$ cat config.mk
export PLATFORM = sky130hd
export DESIGN_NAME = magtape_dma_controller
export DESIGN_NICKNAME = d
export VERILOG_FILES = /design/src/common/magtape_pkg.sv /design/src/rtl/magtape_dma_controller.sv
export SDC_FILE = /design/constraint.sdc
export NUM_CORES = 1
export LEC_CHECK = 0
export ABC_AREA = 1
export BUFFER_PORTS_ARGS = -buffer_cell sky130_fd_sc_hd__buf_2
export CAP_MARGIN = 20
export CORE_UTILIZATION = 30
export CTS_BUF_LIST = sky130_fd_sc_hd__clkbuf_4 sky130_fd_sc_hd__clkbuf_8
export CTS_CLUSTER_SIZE = 8
export DETAILED_ROUTE_END_ITERATION = 7
export GPL_TIMING_DRIVEN = 0
export PLACE_DENSITY = 0.58
export SETUP_SLACK_MARGIN = 0.4
export SLEW_MARGIN = 25
export SYNTH_ARGS = -nofsm -noshare
export SYNTH_HDL_FRONTEND = slang
export SYNTH_SLANG_ARGS = --single-unit
$ cat constraint.sdc
create_clock -name clk_i -period 1.9 [get_ports clk_i]
set_input_delay 0.19 -clock clk_i [delete_from_list [all_inputs] [get_ports clk_i]]
set_output_delay 0.19 -clock clk_i [all_outputs]
set_load 0.02 [all_outputs]
$ cat src/common/magtape_pkg.sv
package magtape_pkg;
    // Register byte offsets on the Wishbone slave port.
    localparam logic [7:0] A_STATUS = 8'h00;
    localparam logic [7:0] A_CMD = 8'h04;
    localparam logic [7:0] A_BRC = 8'h08;
    localparam logic [7:0] A_CMA = 8'h0c;
    localparam logic [7:0] A_DATA = 8'h10;
    localparam logic [7:0] A_RDL = 8'h14;
    // Command register field positions.
    localparam int C_GO = 0;
    localparam int C_FUNC = 1;
    localparam int C_XADR = 4;
    localparam int C_IE = 6;
    localparam int C_RDY = 7;
    localparam int C_UNIT = 8;
    localparam int C_PEVEN = 11;
    localparam int C_PCLR = 12;
    localparam int C_DENS = 13;
    localparam int C_ERR = 15;
    // Status register field positions.
    localparam int S_ILC = 15;
    localparam int S_NXM = 6;
    localparam int S_SELR = 5;
    localparam int S_BOT = 4;
    localparam int S_7CH = 3;
    localparam int S_RWS = 2;
    localparam int S_WRL = 1;
    // Read-lines register: check character select bit.
    localparam int R_CSEL = 14;
    // Function codes.
    localparam logic [2:0] F_OFFL = 3'h0;
    localparam logic [2:0] F_READ = 3'h1;
    localparam logic [2:0] F_WRITE = 3'h2;
    localparam logic [2:0] F_WEOF = 3'h3;
    localparam logic [2:0] F_SPFWD = 3'h4;
    localparam logic [2:0] F_SPREV = 3'h5;
    localparam logic [2:0] F_WEXT = 3'h6;
    localparam logic [2:0] F_REW = 3'h7;
    // Density codes; nine-channel always uses the 800 code.
    localparam logic [1:0] D_200 = 2'h0;
    localparam logic [1:0] D_556 = 2'h1;
    localparam logic [1:0] D_800 = 2'h2;
    // End-of-file mark characters (octal 17 and octal 23).
    localparam logic [7:0] EOF7 = 8'h0f;
    localparam logic [7:0] EOF9 = 8'h13;
    // Widths and reset values.
    localparam int AW = 18;
    localparam int NSYNC = 34;
    localparam logic [15:0] ZERO16 = 16'h0000;
    localparam logic [AW-1:0] ONE_A = 18'h00001;
    localparam logic [15:0] ONE16 = 16'h0001;
    localparam logic [2:0] UNIT0 = 3'h0;
    typedef enum logic [3:0] {
        ST_IDLE = 4'b0001,
        ST_RUN = 4'b0010,
        ST_REQ = 4'b0100,
        ST_BUS = 4'b1000
    } seq_state_t;
endpackage : magtape_pkg

$ cat src/rtl/magtape_dma_controller.sv
// Register access over Wishbone and the register addresses were decided locally.
`timescale 1ns/1ps
// Function
// Software presets two's complement count; each transfer increments; reaching zero is last.
// Space forward and reverse count records in the byte/record counter.
// Address counter steps per byte, ending one past last character.
// On bus error the address counter keeps the failing address.
// Seven-channel read keeps six data bits, upper two zero, no parity.
// Nine-channel read keeps all eight data bits.
// Read bytes go alternately to low and high halves of words.
// Nine-channel record end: select 0 gives cyclic, 1 longitudinal check.
// Seven-channel record end: select 1 longitudinal check, 0 last character.
// Seven-channel density 200, 556 or 800; nine-channel always 800.
// Controller drives parity polarity; transport makes the parity bit.
// Extended-gap write is a write that first erases three inches.
// End-of-file writes mark and equal check; 17 or 23 octal.
// End-of-file puts a three-inch gap first unless extended gap asserted.
// Status shows only the selected unit; other rewinds stay silent.
// Read strobe latches data and requests DMA; grant gives byte write.
// Write strobe requests DMA; grant gives read of one byte.
// Interrupt only with enable set; ready rising or rewind completion.
// Error summary with enable set requests an interrupt.
// Command written without go while enabled interrupts at once.
// Selected unit finishing rewind before new command interrupts when enabled.
// Rewind gives start and finish interrupts; one if already at start.
// Reset and controller clear select unit 0; rewinds carry on.
// Command write while not ready sets illegal and error flags.
// Reset drops DMA and interrupt requests and idles the sequencer.
module magtape_dma_controller
    import magtape_pkg::*;
(
    // Clock, reset and clock enable.
    input wire logic clk_i,
    input wire logic rst_i,
    input wire logic ce_i,
    // Wishbone slave.
    input wire logic wb_cyc_i,
    input wire logic wb_stb_i,
    input wire logic wb_we_i,
    input wire logic [7:0] wb_adr_i,
    input wire logic [3:0] wb_sel_i,
    input wire logic [31:0] wb_dat_i,
    output logic [31:0] wb_dat_o,
    output logic wb_ack_o,
    // DMA master and interrupt request.
    output logic dma_req_o,
    input wire logic dma_gnt_i,
    output logic dma_cyc_o,
    output logic dma_we_o,
    output logic [AW-1:0] dma_adr_o,
    output logic [1:0] dma_sel_o,
    output logic [15:0] dma_dat_o,
    input wire logic [15:0] dma_dat_i,
    input wire logic dma_ack_i,
    input wire logic dma_err_i,
    output logic irq_o,
    input wire logic irq_ack_i,
    // Transport pins in.
    input wire logic read_strobe_i,
    input wire logic write_strobe_i,
    input wire logic eor_strobe_i,
    input wire logic op_done_i,
    input wire logic rewinding_i,
    input wire logic unit_ready_i,
    input wire logic tape_start_marker_i,
    input wire logic write_lock_i,
    input wire logic seven_ch_i,
    input wire logic [8:0] rd_char_i,
    input wire logic [7:0] crc_char_i,
    input wire logic [7:0] lrc_char_i,
    // Transport pins out.
    output logic [2:0] unit_sel_o,
    output logic [2:0] func_o,
    output logic go_pulse_o,
    output logic [1:0] density_o,
    output logic parity_even_o,
    output logic erase_gap_o,
    output logic [7:0] wr_data_o
);
    seq_state_t state_reg, state_next;
    logic [NSYNC-1:0] s1_reg, s2_reg, s3_reg, filt_reg, raw_w;
    logic rds_f, wrs_f, eor_f, done_f, rew_f, selr_f, bot_f, wrl_f, sev_f;
    logic [8:0] chr_f;
    logic [7:0] crc_f, lrc_f;
    logic [3:0] prev_reg, rise_w;
    logic [15:0] brc_reg, brc_inc, cmd_rd, st_rd, rdl_rd, wmask, wmerge;
    logic [AW-1:0] cma_reg;
    logic [7:0] buf_reg;
    logic [8:0] rchr_reg;
    logic [2:0] func_reg, unit_reg;
    logic [1:0] dens_reg;
    logic ie_reg, rdy_reg, peven_reg, ilc_reg, nxm_reg, last_reg;
    logic csel_reg, pend_reg, ack_reg, go_reg, rew_seen_reg, err_prev_reg;
    logic acc, wr_en, cmd_wr, is_rd, is_wr, is_sp, ext_gap_cmd;
    logic start_ok, illegal, finish, rew_done, err_w, rdy_rise;

    // Pin sampling: three stages, and a change is taken only when stages two and three agree.
    assign raw_w = {read_strobe_i, write_strobe_i, eor_strobe_i, op_done_i, rewinding_i,
                    unit_ready_i, tape_start_marker_i, write_lock_i, seven_ch_i,
                    rd_char_i, crc_char_i, lrc_char_i};
    assign {rds_f, wrs_f, eor_f, done_f, rew_f, selr_f, bot_f, wrl_f, sev_f,
            chr_f, crc_f, lrc_f} = filt_reg;
    always_ff @(posedge clk_i) begin
        if (ce_i) begin
            s1_reg <= raw_w;
            s2_reg <= s1_reg;
            s3_reg <= s2_reg;
            filt_reg <= (s2_reg & s3_reg) | (filt_reg & (s2_reg ^ s3_reg));
        end
    end

    // Strobe edges are taken from the filtered copies.
    assign rise_w = {rds_f, wrs_f, eor_f, done_f} & ~prev_reg;

    // Bus decode and read selection.
    assign acc = wb_cyc_i & wb_stb_i;
    assign wr_en = acc & wb_we_i & ack_reg & ce_i;
    assign cmd_wr = wr_en & (wb_adr_i == A_CMD);
    assign wmask = {{8{wb_sel_i[1]}}, {8{wb_sel_i[0]}}};
    assign err_w = ilc_reg | nxm_reg;
    assign cmd_rd = (16'(err_w) << C_ERR) | (16'(dens_reg) << C_DENS)
                  | (16'(peven_reg) << C_PEVEN) | (16'(unit_reg) << C_UNIT)
                  | (16'(rdy_reg) << C_RDY) | (16'(ie_reg) << C_IE)
                  | (16'(cma_reg[AW-1:16]) << C_XADR) | (16'(func_reg) << C_FUNC);
    // Status reflects only the selected unit, since the transport muxes its lines.
    assign st_rd = (16'(ilc_reg) << S_ILC) | (16'(nxm_reg) << S_NXM)
                 | (16'(selr_f) << S_SELR) | (16'(bot_f) << S_BOT)
                 | (16'(sev_f) << S_7CH) | (16'(rew_f) << S_RWS) | (16'(wrl_f) << S_WRL);
    assign rdl_rd = (16'(csel_reg) << R_CSEL) | 16'(rchr_reg);

    // Byte-lane merge of write data into a register image.
    function automatic logic [15:0] merge(input logic [15:0] old, input logic [15:0] d,
                                          input logic [15:0] m);
        merge = (old & ~m) | (d & m);
    endfunction : merge
    assign wmerge = merge(cmd_rd, wb_dat_i[15:0], wmask);

    // Function decode.
    assign is_rd = (func_reg == F_READ);
    assign is_wr = (func_reg == F_WRITE) | (func_reg == F_WEXT);
    assign is_sp = (func_reg == F_SPFWD) | (func_reg == F_SPREV);
    assign ext_gap_cmd = (func_reg == F_WEXT);
    assign illegal = ~selr_f | (wrl_f & (is_wr | (func_reg == F_WEOF)));
    assign start_ok = cmd_wr & rdy_reg & wmerge[C_GO] & ~wmerge[C_PCLR];
    assign brc_inc = brc_reg + ONE16;
    assign rdy_rise = (state_reg != ST_IDLE) & (state_next == ST_IDLE);

    // Sequencer next state.
    always_comb begin
        state_next = state_reg;
        finish = 1'b0;
        case (state_reg)
            ST_IDLE: begin
                if (start_ok & ~illegal) begin
                    state_next = ST_RUN;
                end
            end
            ST_RUN: begin
                if (rise_w[0] | (func_reg == F_REW)) begin
                    finish = 1'b1;
                end else if (is_rd & rise_w[1]) begin
                    finish = 1'b1;
                end else if (is_sp & rise_w[1] & (brc_inc == ZERO16)) begin
                    finish = 1'b1;
                end else if ((is_rd & rise_w[3]) | (is_wr & rise_w[2])) begin
                    state_next = last_reg ? ST_RUN : ST_REQ;
                end
                if (finish) begin
                    state_next = ST_IDLE;
                end
            end
            ST_REQ: begin
                if (dma_gnt_i) begin
                    state_next = ST_BUS;
                end
            end
            ST_BUS: begin
                if (dma_err_i | (dma_ack_i & last_reg)) begin
                    state_next = ST_IDLE;
                end else if (dma_ack_i) begin
                    state_next = ST_RUN;
                end
            end
            default: state_next = ST_IDLE;
        endcase
    end

    // Rewind completion for the selected unit, armed only while selection is unchanged.
    assign rew_done = rew_seen_reg & ~rew_f;

    // Wishbone answer: one registered ack per request.
    always_ff @(posedge clk_i) begin
        if (rst_i) begin
            ack_reg <= 1'b0;
            wb_dat_o <= 32'h0000_0000;
        end else if (ce_i) begin
            ack_reg <= acc & ~ack_reg;
            wb_dat_o <= {16'h0000,
                (wb_adr_i == A_STATUS) ? st_rd : (wb_adr_i == A_CMD) ? cmd_rd :
                (wb_adr_i == A_BRC) ? brc_reg : (wb_adr_i == A_CMA) ? cma_reg[15:0] :
                (wb_adr_i == A_DATA) ? {8'h00, buf_reg} :
                (wb_adr_i == A_RDL) ? rdl_rd : ZERO16};
        end
    end
    assign wb_ack_o = ack_reg;

    // Controller state: command fields, counters, data buffer and flags.
    always_ff @(posedge clk_i) begin
        if (rst_i) begin
            state_reg <= ST_IDLE;
            func_reg <= F_OFFL;
            unit_reg <= UNIT0;
            dens_reg <= D_800;
            ie_reg <= 1'b0;
            rdy_reg <= 1'b1;
            peven_reg <= 1'b0;
            ilc_reg <= 1'b0;
            nxm_reg <= 1'b0;
            last_reg <= 1'b0;
            csel_reg <= 1'b0;
            brc_reg <= ZERO16;
            cma_reg <= '0;
            buf_reg <= 8'h00;
            rchr_reg <= 9'h000;
            go_reg <= 1'b0;
            prev_reg <= 4'h0;
            rew_seen_reg <= 1'b0;
        end else if (ce_i) begin
            state_reg <= state_next;
            prev_reg <= {rds_f, wrs_f, eor_f, done_f};
            go_reg <= 1'b0;
            rew_seen_reg <= rew_f ? 1'b1 : (rew_seen_reg & rew_f);
            if (rdy_rise) begin
                rdy_reg <= 1'b1;
            end
            // Software register writes.
            if (wr_en & (wb_adr_i == A_BRC)) begin
                brc_reg <= merge(brc_reg, wb_dat_i[15:0], wmask);
            end
            if (wr_en & (wb_adr_i == A_CMA)) begin
                cma_reg[15:0] <= merge(cma_reg[15:0], wb_dat_i[15:0], wmask);
            end
            if (wr_en & (wb_adr_i == A_DATA)) begin
                buf_reg <= (buf_reg & ~wmask[7:0]) | (wb_dat_i[7:0] & wmask[7:0]);
            end
            if (wr_en & (wb_adr_i == A_RDL) & wb_sel_i[1]) begin
                csel_reg <= wb_dat_i[R_CSEL];
            end
            if (cmd_wr & ~rdy_reg) begin
                ilc_reg <= 1'b1;
            end else if (cmd_wr & wmerge[C_PCLR]) begin
                unit_reg <= UNIT0;
                state_reg <= ST_IDLE;
                ilc_reg <= 1'b0;
                nxm_reg <= 1'b0;
                rdy_reg <= 1'b1;
                rew_seen_reg <= 1'b0;
            end else if (cmd_wr) begin
                func_reg <= wmerge[C_FUNC +: 3];
                cma_reg[AW-1:16] <= wmerge[C_XADR +: 2];
                ie_reg <= wmerge[C_IE];
                unit_reg <= wmerge[C_UNIT +: 3];
                peven_reg <= wmerge[C_PEVEN];
                dens_reg <= wmerge[C_DENS +: 2];
                if (wmerge[C_UNIT +: 3] != unit_reg) begin
                    rew_seen_reg <= 1'b0;
                end
                if (wmerge[C_GO] & illegal) begin
                    ilc_reg <= 1'b1;
                end else if (wmerge[C_GO]) begin
                    rdy_reg <= 1'b0;
                    go_reg <= 1'b1;
                    ilc_reg <= 1'b0;
                    nxm_reg <= 1'b0;
                    last_reg <= 1'b0;
                    if (wmerge[C_FUNC +: 3] == F_WEOF) begin
                        buf_reg <= sev_f ? EOF7 : EOF9;
                    end
                end
            end
            // Transport strobes while running.
            if (state_reg == ST_RUN) begin
                if (is_rd & rise_w[3] & ~last_reg) begin
                    rchr_reg <= chr_f;
                    buf_reg <= sev_f ? {2'b00, chr_f[5:0]} : chr_f[7:0];
                end
                if (((is_rd & rise_w[3]) | (is_wr & rise_w[2])) & ~last_reg) begin
                    brc_reg <= brc_inc;
                    last_reg <= (brc_inc == ZERO16);
                end
                if (is_sp & rise_w[1]) begin
                    brc_reg <= brc_inc;
                end
                if (is_rd & rise_w[1]) begin
                    if (~sev_f) begin
                        buf_reg <= csel_reg ? lrc_f : crc_f;
                    end else if (csel_reg) begin
                        buf_reg <= lrc_f;
                    end
                end
            end
            // Memory cycle completion.
            if ((state_reg == ST_BUS) & dma_err_i) begin
                nxm_reg <= 1'b1;
            end else if ((state_reg == ST_BUS) & dma_ack_i) begin
                cma_reg <= cma_reg + ONE_A;
                if (is_wr) begin
                    buf_reg <= cma_reg[0] ? dma_dat_i[15:8] : dma_dat_i[7:0];
                end
            end
        end
    end

    // Interrupt pending flag; a new event wins over an acknowledge in the same cycle.
    always_ff @(posedge clk_i) begin
        if (rst_i) begin
            pend_reg <= 1'b0;
            err_prev_reg <= 1'b0;
        end else if (ce_i) begin
            err_prev_reg <= err_w;
            if (rdy_rise | rew_done | (err_w & ~err_prev_reg)
                | (cmd_wr & rdy_reg & ~wmerge[C_GO] & wmerge[C_IE]
                   & ~wmerge[C_PCLR])) begin
                pend_reg <= 1'b1;
            end else if (irq_ack_i | cmd_wr) begin
                pend_reg <= 1'b0;
            end
        end
    end
    assign irq_o = ie_reg & pend_reg;

    // DMA and transport outputs; handshake lines decode the state, data from registers.
    assign dma_req_o = (state_reg == ST_REQ);
    assign dma_cyc_o = (state_reg == ST_BUS);
    assign dma_we_o = is_rd;
    assign dma_adr_o = cma_reg;
    assign dma_sel_o = cma_reg[0] ? 2'b10 : 2'b01;
    assign dma_dat_o = {buf_reg, buf_reg};
    assign unit_sel_o = unit_reg;
    assign func_o = func_reg;
    assign go_pulse_o = go_reg;
    assign density_o = sev_f ? dens_reg : D_800;
    assign parity_even_o = peven_reg;
    // Extended gap erases ahead of a write; end-of-file gets its gap only without it.
    assign erase_gap_o = ext_gap_cmd | ((func_reg == F_WEOF) & ~ext_gap_cmd);
    assign wr_data_o = buf_reg;

    property p_ilc;
        @(posedge clk_i) disable iff (rst_i || !ce_i)
        (cmd_wr && !rdy_reg) |=> (ilc_reg && cmd_rd[C_ERR]);
    endproperty
    a_ilc: assert property (p_ilc) else $error("illegal flag not set");

    property p_nogo;
        @(posedge clk_i) disable iff (rst_i || !ce_i)
        (cmd_wr && rdy_reg && !wmerge[C_GO] && !wmerge[C_PCLR] && wmerge[C_IE]) |=> irq_o;
    endproperty
    a_nogo: assert property (p_nogo) else $error("no interrupt after command");

    property p_ie;
        @(posedge clk_i) disable iff (rst_i)
        !ie_reg |-> !irq_o;
    endproperty
    a_ie: assert property (p_ie) else $error("interrupt while disabled");

    property p_seven;
        @(posedge clk_i) disable iff (rst_i)
        (dma_cyc_o && dma_we_o && sev_f && $stable(sev_f)) |-> (buf_reg[7:6] == 2'b00);
    endproperty
    a_seven: assert property (p_seven) else $error("upper bits not zero");

    property p_nxm;
        @(posedge clk_i) disable iff (rst_i || !ce_i)
        (dma_cyc_o && dma_err_i) |=> (cma_reg == $past(cma_reg) && nxm_reg && rdy_reg);
    endproperty
    a_nxm: assert property (p_nxm) else $error("address moved on error");

    property p_cma;
        @(posedge clk_i) disable iff (rst_i || !ce_i)
        (dma_cyc_o && dma_ack_i && !dma_err_i) |=> (cma_reg == $past(cma_reg) + ONE_A);
    endproperty
    a_cma: assert property (p_cma) else $error("address not stepped");

    property p_rst;
        @(posedge clk_i) rst_i |=> (!dma_req_o && !dma_cyc_o && !irq_o);
    endproperty
    a_rst: assert property (p_rst) else $error("request after reset");

    property p_last;
        @(posedge clk_i) disable iff (rst_i || !ce_i)
        (dma_cyc_o && dma_ack_i && last_reg) |=> (rdy_reg && brc_reg == ZERO16);
    endproperty
    a_last: assert property (p_last) else $error("count end not final");

    property p_dens;
        @(posedge clk_i) disable iff (rst_i)
        !sev_f |-> (density_o == D_800);
    endproperty
    a_dens: assert property (p_dens) else $error("nine-channel density");

    property p_lane;
        @(posedge clk_i) disable iff (rst_i)
        dma_cyc_o |-> (dma_sel_o == (dma_adr_o[0] ? 2'b10 : 2'b01));
    endproperty
    a_lane: assert property (p_lane) else $error("byte lane mismatch");
endmodule : magtape_dma_controller

; Word-level counts from Yosys, hierarchy flattened
; Index checks and enable logic that the tools add are counted.
[word_totals]
out_inout_bits = 92
regBits = 231
in_bits = 104
[classes]
muxes = 93
n_addsub = 2
reduce_logical = 15
n_eq_ne = 22
bitwise_logic = 95
[op_table]
columns = op, count
row1 = $mux 8, 20
row2 = $mux 16, 9
row3 = $and 34x34->34, 2
row4 = $and 16x16->16, 3
row5 = $mux 4, 11
row6 = $mux 1, 39
row7 = $and 1x1->1, 38
row8 = $mux 18, 2
row9 = $or 34x34->34, 1
row10 = $xor 34x34->34, 1
row11 = $or 16x16->16, 2
row12 = $or 16x4->16, 2
row13 = $or 16x6->16, 2
row14 = $or 16x7->16, 2
row15 = $mux 15, 2
row16 = $add 18x1->18 const B, 1
row17 = $add 16x1->16 const B, 1
row18 = $and 8x8->8, 2
row19 = $eq 8x4->1 const B, 2
row20 = $eq 8x5->1 const B, 2
row21 = $logic_not 16->1, 1
row22 = $not 16->16, 1
row23 = $or 16x11->16, 1
row24 = $or 16x12->16, 1
row25 = 38 further kinds, 79

; Logic depth before layout (Yosys ltp)
[logic_depth]
ltp_word = 25
depth_mapped = 16
depth_no_buf = 16

; Least setup slack after synthesis
; OpenSTA, ideal clock, no wires.
[synth_path]
kind = register -> register
startpoint = register cma_reg[0], in the netlist dma_adr_o[0]
endpoint = register cma_reg[17], in the netlist dma_adr_o[17]
setup_ps = 70
period_less_slack_ps = 1908
path_stages_with_launch = 11
t_arrival_ps = 1837
required_ps = 1830
slack_ps = -8
cell_sequence = dfxtp_1 -> buf_4 -> nand3_1 -> nor2_1 -> nand3_2 -> nor2_4 -> nand4_1 -> or2_2 -> nand3_1 -> nand3_1 -> a21oi_1
[synth_via]
elab_chain_cells = 3
[synth_rtl]
columns = element, line_no
row1 = start: declaration, magtape_dma_controller.sv:87  ; logic [AW-1:0] cma_reg;
row2 = start signal: assignment, magtape_dma_controller.sv:241  ; cma_reg[15:0] <= merge(cma_reg[15:0], wb_dat_i[15:0], wmask);
row3 = start signal: indexed assignment, magtape_dma_controller.sv:260  ; cma_reg[AW-1:16] <= wmerge[C_XADR +: 2];
row4 = start signal: assignment, magtape_dma_controller.sv:306  ; cma_reg <= cma_reg + ONE_A;
row5 = $add 18x1->18, magtape_dma_controller.sv:306
row6 = $mux 18, magtape_dma_controller.sv:305  ; end else if ((state_reg == ST_BUS) & dma_ack_i) begin
row7 = $mux 18, magtape_dma_controller.sv:303  ; if ((state_reg == ST_BUS) & dma_err_i) begin
; Every way passes these cells.
; A chain may end at the register's enable or synchronous reset.

; Worst setup path in the final report
[layout_path]
startpoint = register brc_reg[1]
endpoint = register rdy_reg
[layout_via]
elab_chain_cells = 17
word_cells_on_any_way = 20
cone_classes = add/sub: 1 / eq/ne: 1 / mux: 15 / bitwise: 2 / reduce/logical: 1
[layout_rtl]
columns = element, line_no
row1 = start: declaration, magtape_dma_controller.sv:86  ; logic [15:0] brc_reg, brc_inc, cmd_rd, st_rd, rdl_rd, wmask, wmerge;
row2 = start signal: assignment, magtape_dma_controller.sv:238  ; brc_reg <= merge(brc_reg, wb_dat_i[15:0], wmask);
row3 = start signal: assignment, magtape_dma_controller.sv:288  ; brc_reg <= brc_inc;
row4 = start signal: assignment, magtape_dma_controller.sv:292  ; brc_reg <= brc_inc;
row5 = $add 16x1->16 *, magtape_dma_controller.sv:145  ; assign brc_inc = brc_reg + ONE16;
row6 = $logic_not 16->1 *, magtape_dma_controller.sv:163  ; end else if (is_sp & rise_w[1] & (brc_inc == ZERO16)) begin
row7 = $and 1x1->1 *, magtape_dma_controller.sv:163
row8 = $mux 1, magtape_dma_controller.sv:163
row9 = $mux 1, magtape_dma_controller.sv:161  ; end else if (is_rd & rise_w[1]) begin
row10 = $mux 1, magtape_dma_controller.sv:159  ; if (rise_w[0] | (func_reg == F_REW)) begin
row11 = $mux 1, magtape_dma_controller.sv:152  ; case (state_reg)
row12 = $mux 4 *, magtape_dma_controller.sv:168  ; if (finish) begin
row13 = $pmux 4 s4 *, magtape_dma_controller.sv:152
row14 = $eq 4x1->1 *, magtape_dma_controller.sv:146  ; assign rdy_rise = (state_reg != ST_IDLE) & (state_next == ST_IDLE);
row15 = $and 1x1->1 *, magtape_dma_controller.sv:146
row16 = $mux 1 *, magtape_dma_controller.sv:233  ; if (rdy_rise) begin
row17 = $mux 1, magtape_dma_controller.sv:270  ; end else if (wmerge[C_GO]) begin
row18 = $mux 1, magtape_dma_controller.sv:268  ; if (wmerge[C_GO] & illegal) begin
row19 = $mux 1, magtape_dma_controller.sv:258  ; end else if (cmd_wr) begin
row20 = $mux 1, magtape_dma_controller.sv:251  ; end else if (cmd_wr & wmerge[C_PCLR]) begin
row21 = $mux 1 *, magtape_dma_controller.sv:249  ; if (cmd_wr & ~rdy_reg) begin
row22 = end signal: assignment, magtape_dma_controller.sv:234  ; rdy_reg <= 1'b1;
row23 = end signal: assignment, magtape_dma_controller.sv:256  ; rdy_reg <= 1'b1;
row24 = end signal: assignment, magtape_dma_controller.sv:271  ; rdy_reg <= 1'b0;
row25 = end: declaration, magtape_dma_controller.sv:92  ; logic ie_reg, rdy_reg, peven_reg, ilc_reg, nxm_reg, last_reg;
; Mark *: on every way between the ends. The rest lies on a longest branch, timed or not. The select of a mux whose other input is x is not followed.

==> results_dict.tcl <==
set metrics [dict create \
    hp-start "ce_i" \
    area_growth_pct 47.5 \
    io_pins 196 \
    rsz0062_at_grt "yes" \
    rows 71 \
    syn_inst 1286 \
    fin_crit_sh_pct 104 \
    fmax_mhz 507 \
    clk_latency_ns 0.60 \
    cap_violations 0 \
    clkSinkCount 231 \
    min_path_type "in -> reg" \
    drive_gt1_share_pct 39.1 \
    cts_tree "done" \
    dr.pass1.iters 5 \
    cts_inserted_buffers 44 \
    synth_top_area_cell "edfxtp_1" \
    internal_power_mw 8.90 \
    synth_flop_cell "edfxtp_1" \
    startpoint_type "register" \
    dieArea_um2 39400 \
    drc_errors 0 \
    peakVddDrop_mv 0.527 \
    slew_headroom_pct 35.2 \
    fin_nets 1816 \
    tns_ns -0.125 \
    cp-startpoint "brc_reg[1]" \
    globalplace.congestion 0.969 \
    finalPower_mw 11.9 \
    seqPwrFrac_pct 48.0 \
    worstRegToRegCells 15 \
    track_usage_pct 21.0 \
    max_slew.worst_pin.slew_ns 0.972 \
    holdPathEnd "s1_reg[31]" \
    antennaDiodeCount 0 \
    synth-seq-cells 231 \
    p_switching_mw 3.01 \
    yosysUniqueCellTypes 46 \
    setup_slack_ns -0.0714 \
    antenna_found_initial 3 \
    fp.dieW_um 199 \
    yosys.cell_count.top_type "nand2_1" \
    cellLeakagePower_nw 7.13 \
    clk_pin_slew_ns 0.06 \
    wl_mm 42.9 \
    core_um2 37800 \
    synth_edf_count 136 \
    htreeDepth 2 \
    r2r_slack_ns -0.07 \
    slew_viol_final 0 \
    crit_fanout 7 \
    yosys_warnings 0 \
    cp_data_required_time_ns 2.44 \
    ctsLongestPathBuffers 3 \
    pre_cts_ws_ns -1.14 \
    grt_max_degree 43 \
    worst_setup_path_end_kind "register" \
    power_density_nw_per_um2 697 \
    violations "negative hold slack, negative setup slack" \
    power_frac_clock_pct 43.1 \
    synth_area_um2 11600 \
    swShare_pct 25.3 \
    globalRoute.totalOverflow 0 \
    design_area_um2 17100 \
    arrival_ns 2.51 \
    initial_core_util_pct 30.6 \
    worstSetupPathType "reg -> reg" \
    ctsHoldBuffers 43 \
    num_vias 11100 \
    combinationalPowerShare_pct 8.8 \
    status "finished, violations left" \
    ys_async_sr_fraction_pct 0 \
    synth_common_cells "nand2_1, edfxtp_1, inv_1" \
    setup_viol 3 \
    io_buffers 159 \
    grt_pass1_vias 10400 \
    ant_nets 0 \
    via_per_inst 5.01 \
    hold_viol 11 \
    min_path_cells 1 \
    yosys.area.top_type_share_pct 35.2 \
    yosys-top-cells-area "edfxtp_1, dfxtp_1, nand2_1" \
    whs_ns -0.0109 \
    dpl-instance-area_um2 13400 \
    yosysSeqAreaShare_pct 51.6 \
    syn_avg_cell_area_um2 9.01 \
    r2r_end "rdy_reg" \
    fill_cells 3692 \
    dp_hpwl_mm 29.5 \
    wl_per_cell_um 19.3 \
    min_period_ns 1.97 \
    skew_ns 0.0573 \
    cts_root_buffer "clkbuf_8" \
    die_h_um 199 \
    r2r-start "brc_reg[1]" \
    drt-initial-drc-count 842 \
    grt_pass1_wl_mm 61.8 \
]
## layer usage
layer	global-route usage [%]	vias to the layer above	wire length, um
met5	0	-	32
met1	27.4	5293	18100
met2	34.2	481	20000
met3	4.32	94	3400
li1	-	5256	-
met4	7.78	6	1450
## layout make-up
| type | instances | area (um^2) | area share [%] |
|---|---|---|---|
| Sequential cell | 231 | 6080 | 35.6 |
| Inverter | 134 | 562 | 3.29 |
| Clock inverter | 21 | 174 | 1.02 |
| Timing Repair Buffer | 327 | 2650 | 15.5 |
| Multi-Input combinational cell | 852 | 5570 | 32.6 |
| Buffer | 86 | 667 | 3.90 |
| Clock buffer | 59 | 749 | 4.38 |
| Tap cell | 511 | 639 | 3.74 |
## cell families (layout without fill, tap and decap cells)
logic type / count (synthesis) / count (layout) / synth area share (%)
compound gates: 341 / 342 / 17.7
xor+xnor: 9 / 9 / 0.680
buf+inv: 220 / 627 / 8.65
simple gates: 448 / 449 / 17.4
flops: 231 / 231 / 51.6
fa+ha+maj: 36 / 36 / 3.89
other cells: 1 / 16 / 0.0324
## cells in the final DEF, fill, tap and decap left out, types with 13 or more instances in the layout
| master | instances |
|---|---|
| nand4_1 | 13 |
| nand3_1 | 33 |
| o21ai_0 | 41 |
| buf_4 | 113 |
| nand3_2 | 26 |
| a21oi_2 | 21 |
| o21ai_1 | 28 |
| nor2_4 | 23 |
| o22ai_1 | 21 |
| clkbuf_8 | 49 |
| o21ai_2 | 20 |
| dfxtp_4 | 20 |
| buf_6 | 60 |
| inv_2 | 14 |
| ha_1 | 34 |
| conb_1 | 16 |
| a21oi_1 | 93 |
| a21o_1 | 34 |
| dfxtp_1 | 58 |
| inv_1 | 106 |
| nor2_1 | 50 |
| nand2_2 | 31 |
| dfxtp_2 | 17 |
| dlygate4sd3_1 | 43 |
| clkbuf_1 | 20 |
| o211ai_1 | 34 |
| edfxtp_1 | 136 |
| buf_2 | 147 |
| nand2_1 | 221 |
## worst max-delay path, stage by stage (launching register included)
cell and delay, ns:
dfxtp_4 0.37, ha_4 0.14, nand3_4 0.11, nor2_4 0.21, nand4_1 0.13, nand2_2 0.10, nand2_2 0.07, nor2_4 0.14
nand4_1 0.16, nand2_1 0.09, nand2_1 0.06, nand2_2 0.08, nand2_2 0.07, nand2_1 0.07, nand2_1 0.05, nand2_1 0.05
## power groups by stage
stage	Clock (mW)	Sequential, mW	Combinational (mW)
detailed placement	0	5.84	0.794
global route	5.48	5.75	1.14
finish	5.14	5.72	1.05
global placement	0	5.84	0.770
CTS	5.28	5.73	0.965
floorplan	0	5.79	0.413
## worst max-delay path by stage
stage / to
CTS: pend_reg
finish: rdy_reg
floorplan: dma_adr_o[14]
global placement: register
detailed placement: register
global route: pend_reg
## what timing repair did
item,4_1_cts,5_1_grt
pin swaps,59,68
hold endpoints to repair,81,40
gates cloned,9,5
gates resized for setup,212,161
setup buffers,59,53
setup endpoints to repair,125,90
## through the flow
step           utilization, %  std cells  hold slack (ns)
6_report                 45.2       2221          -0.0109
5_1_grt                  45.2       2221          -0.0351
4_1_cts                  42.4       2163          -0.0492
3_5_place_dp             35.5       1972            0.368
3_3_place_gp             35.4       1971            0.367
2_1_floorplan               -       1301            0.289
Power figures use the tool's default switching activity.
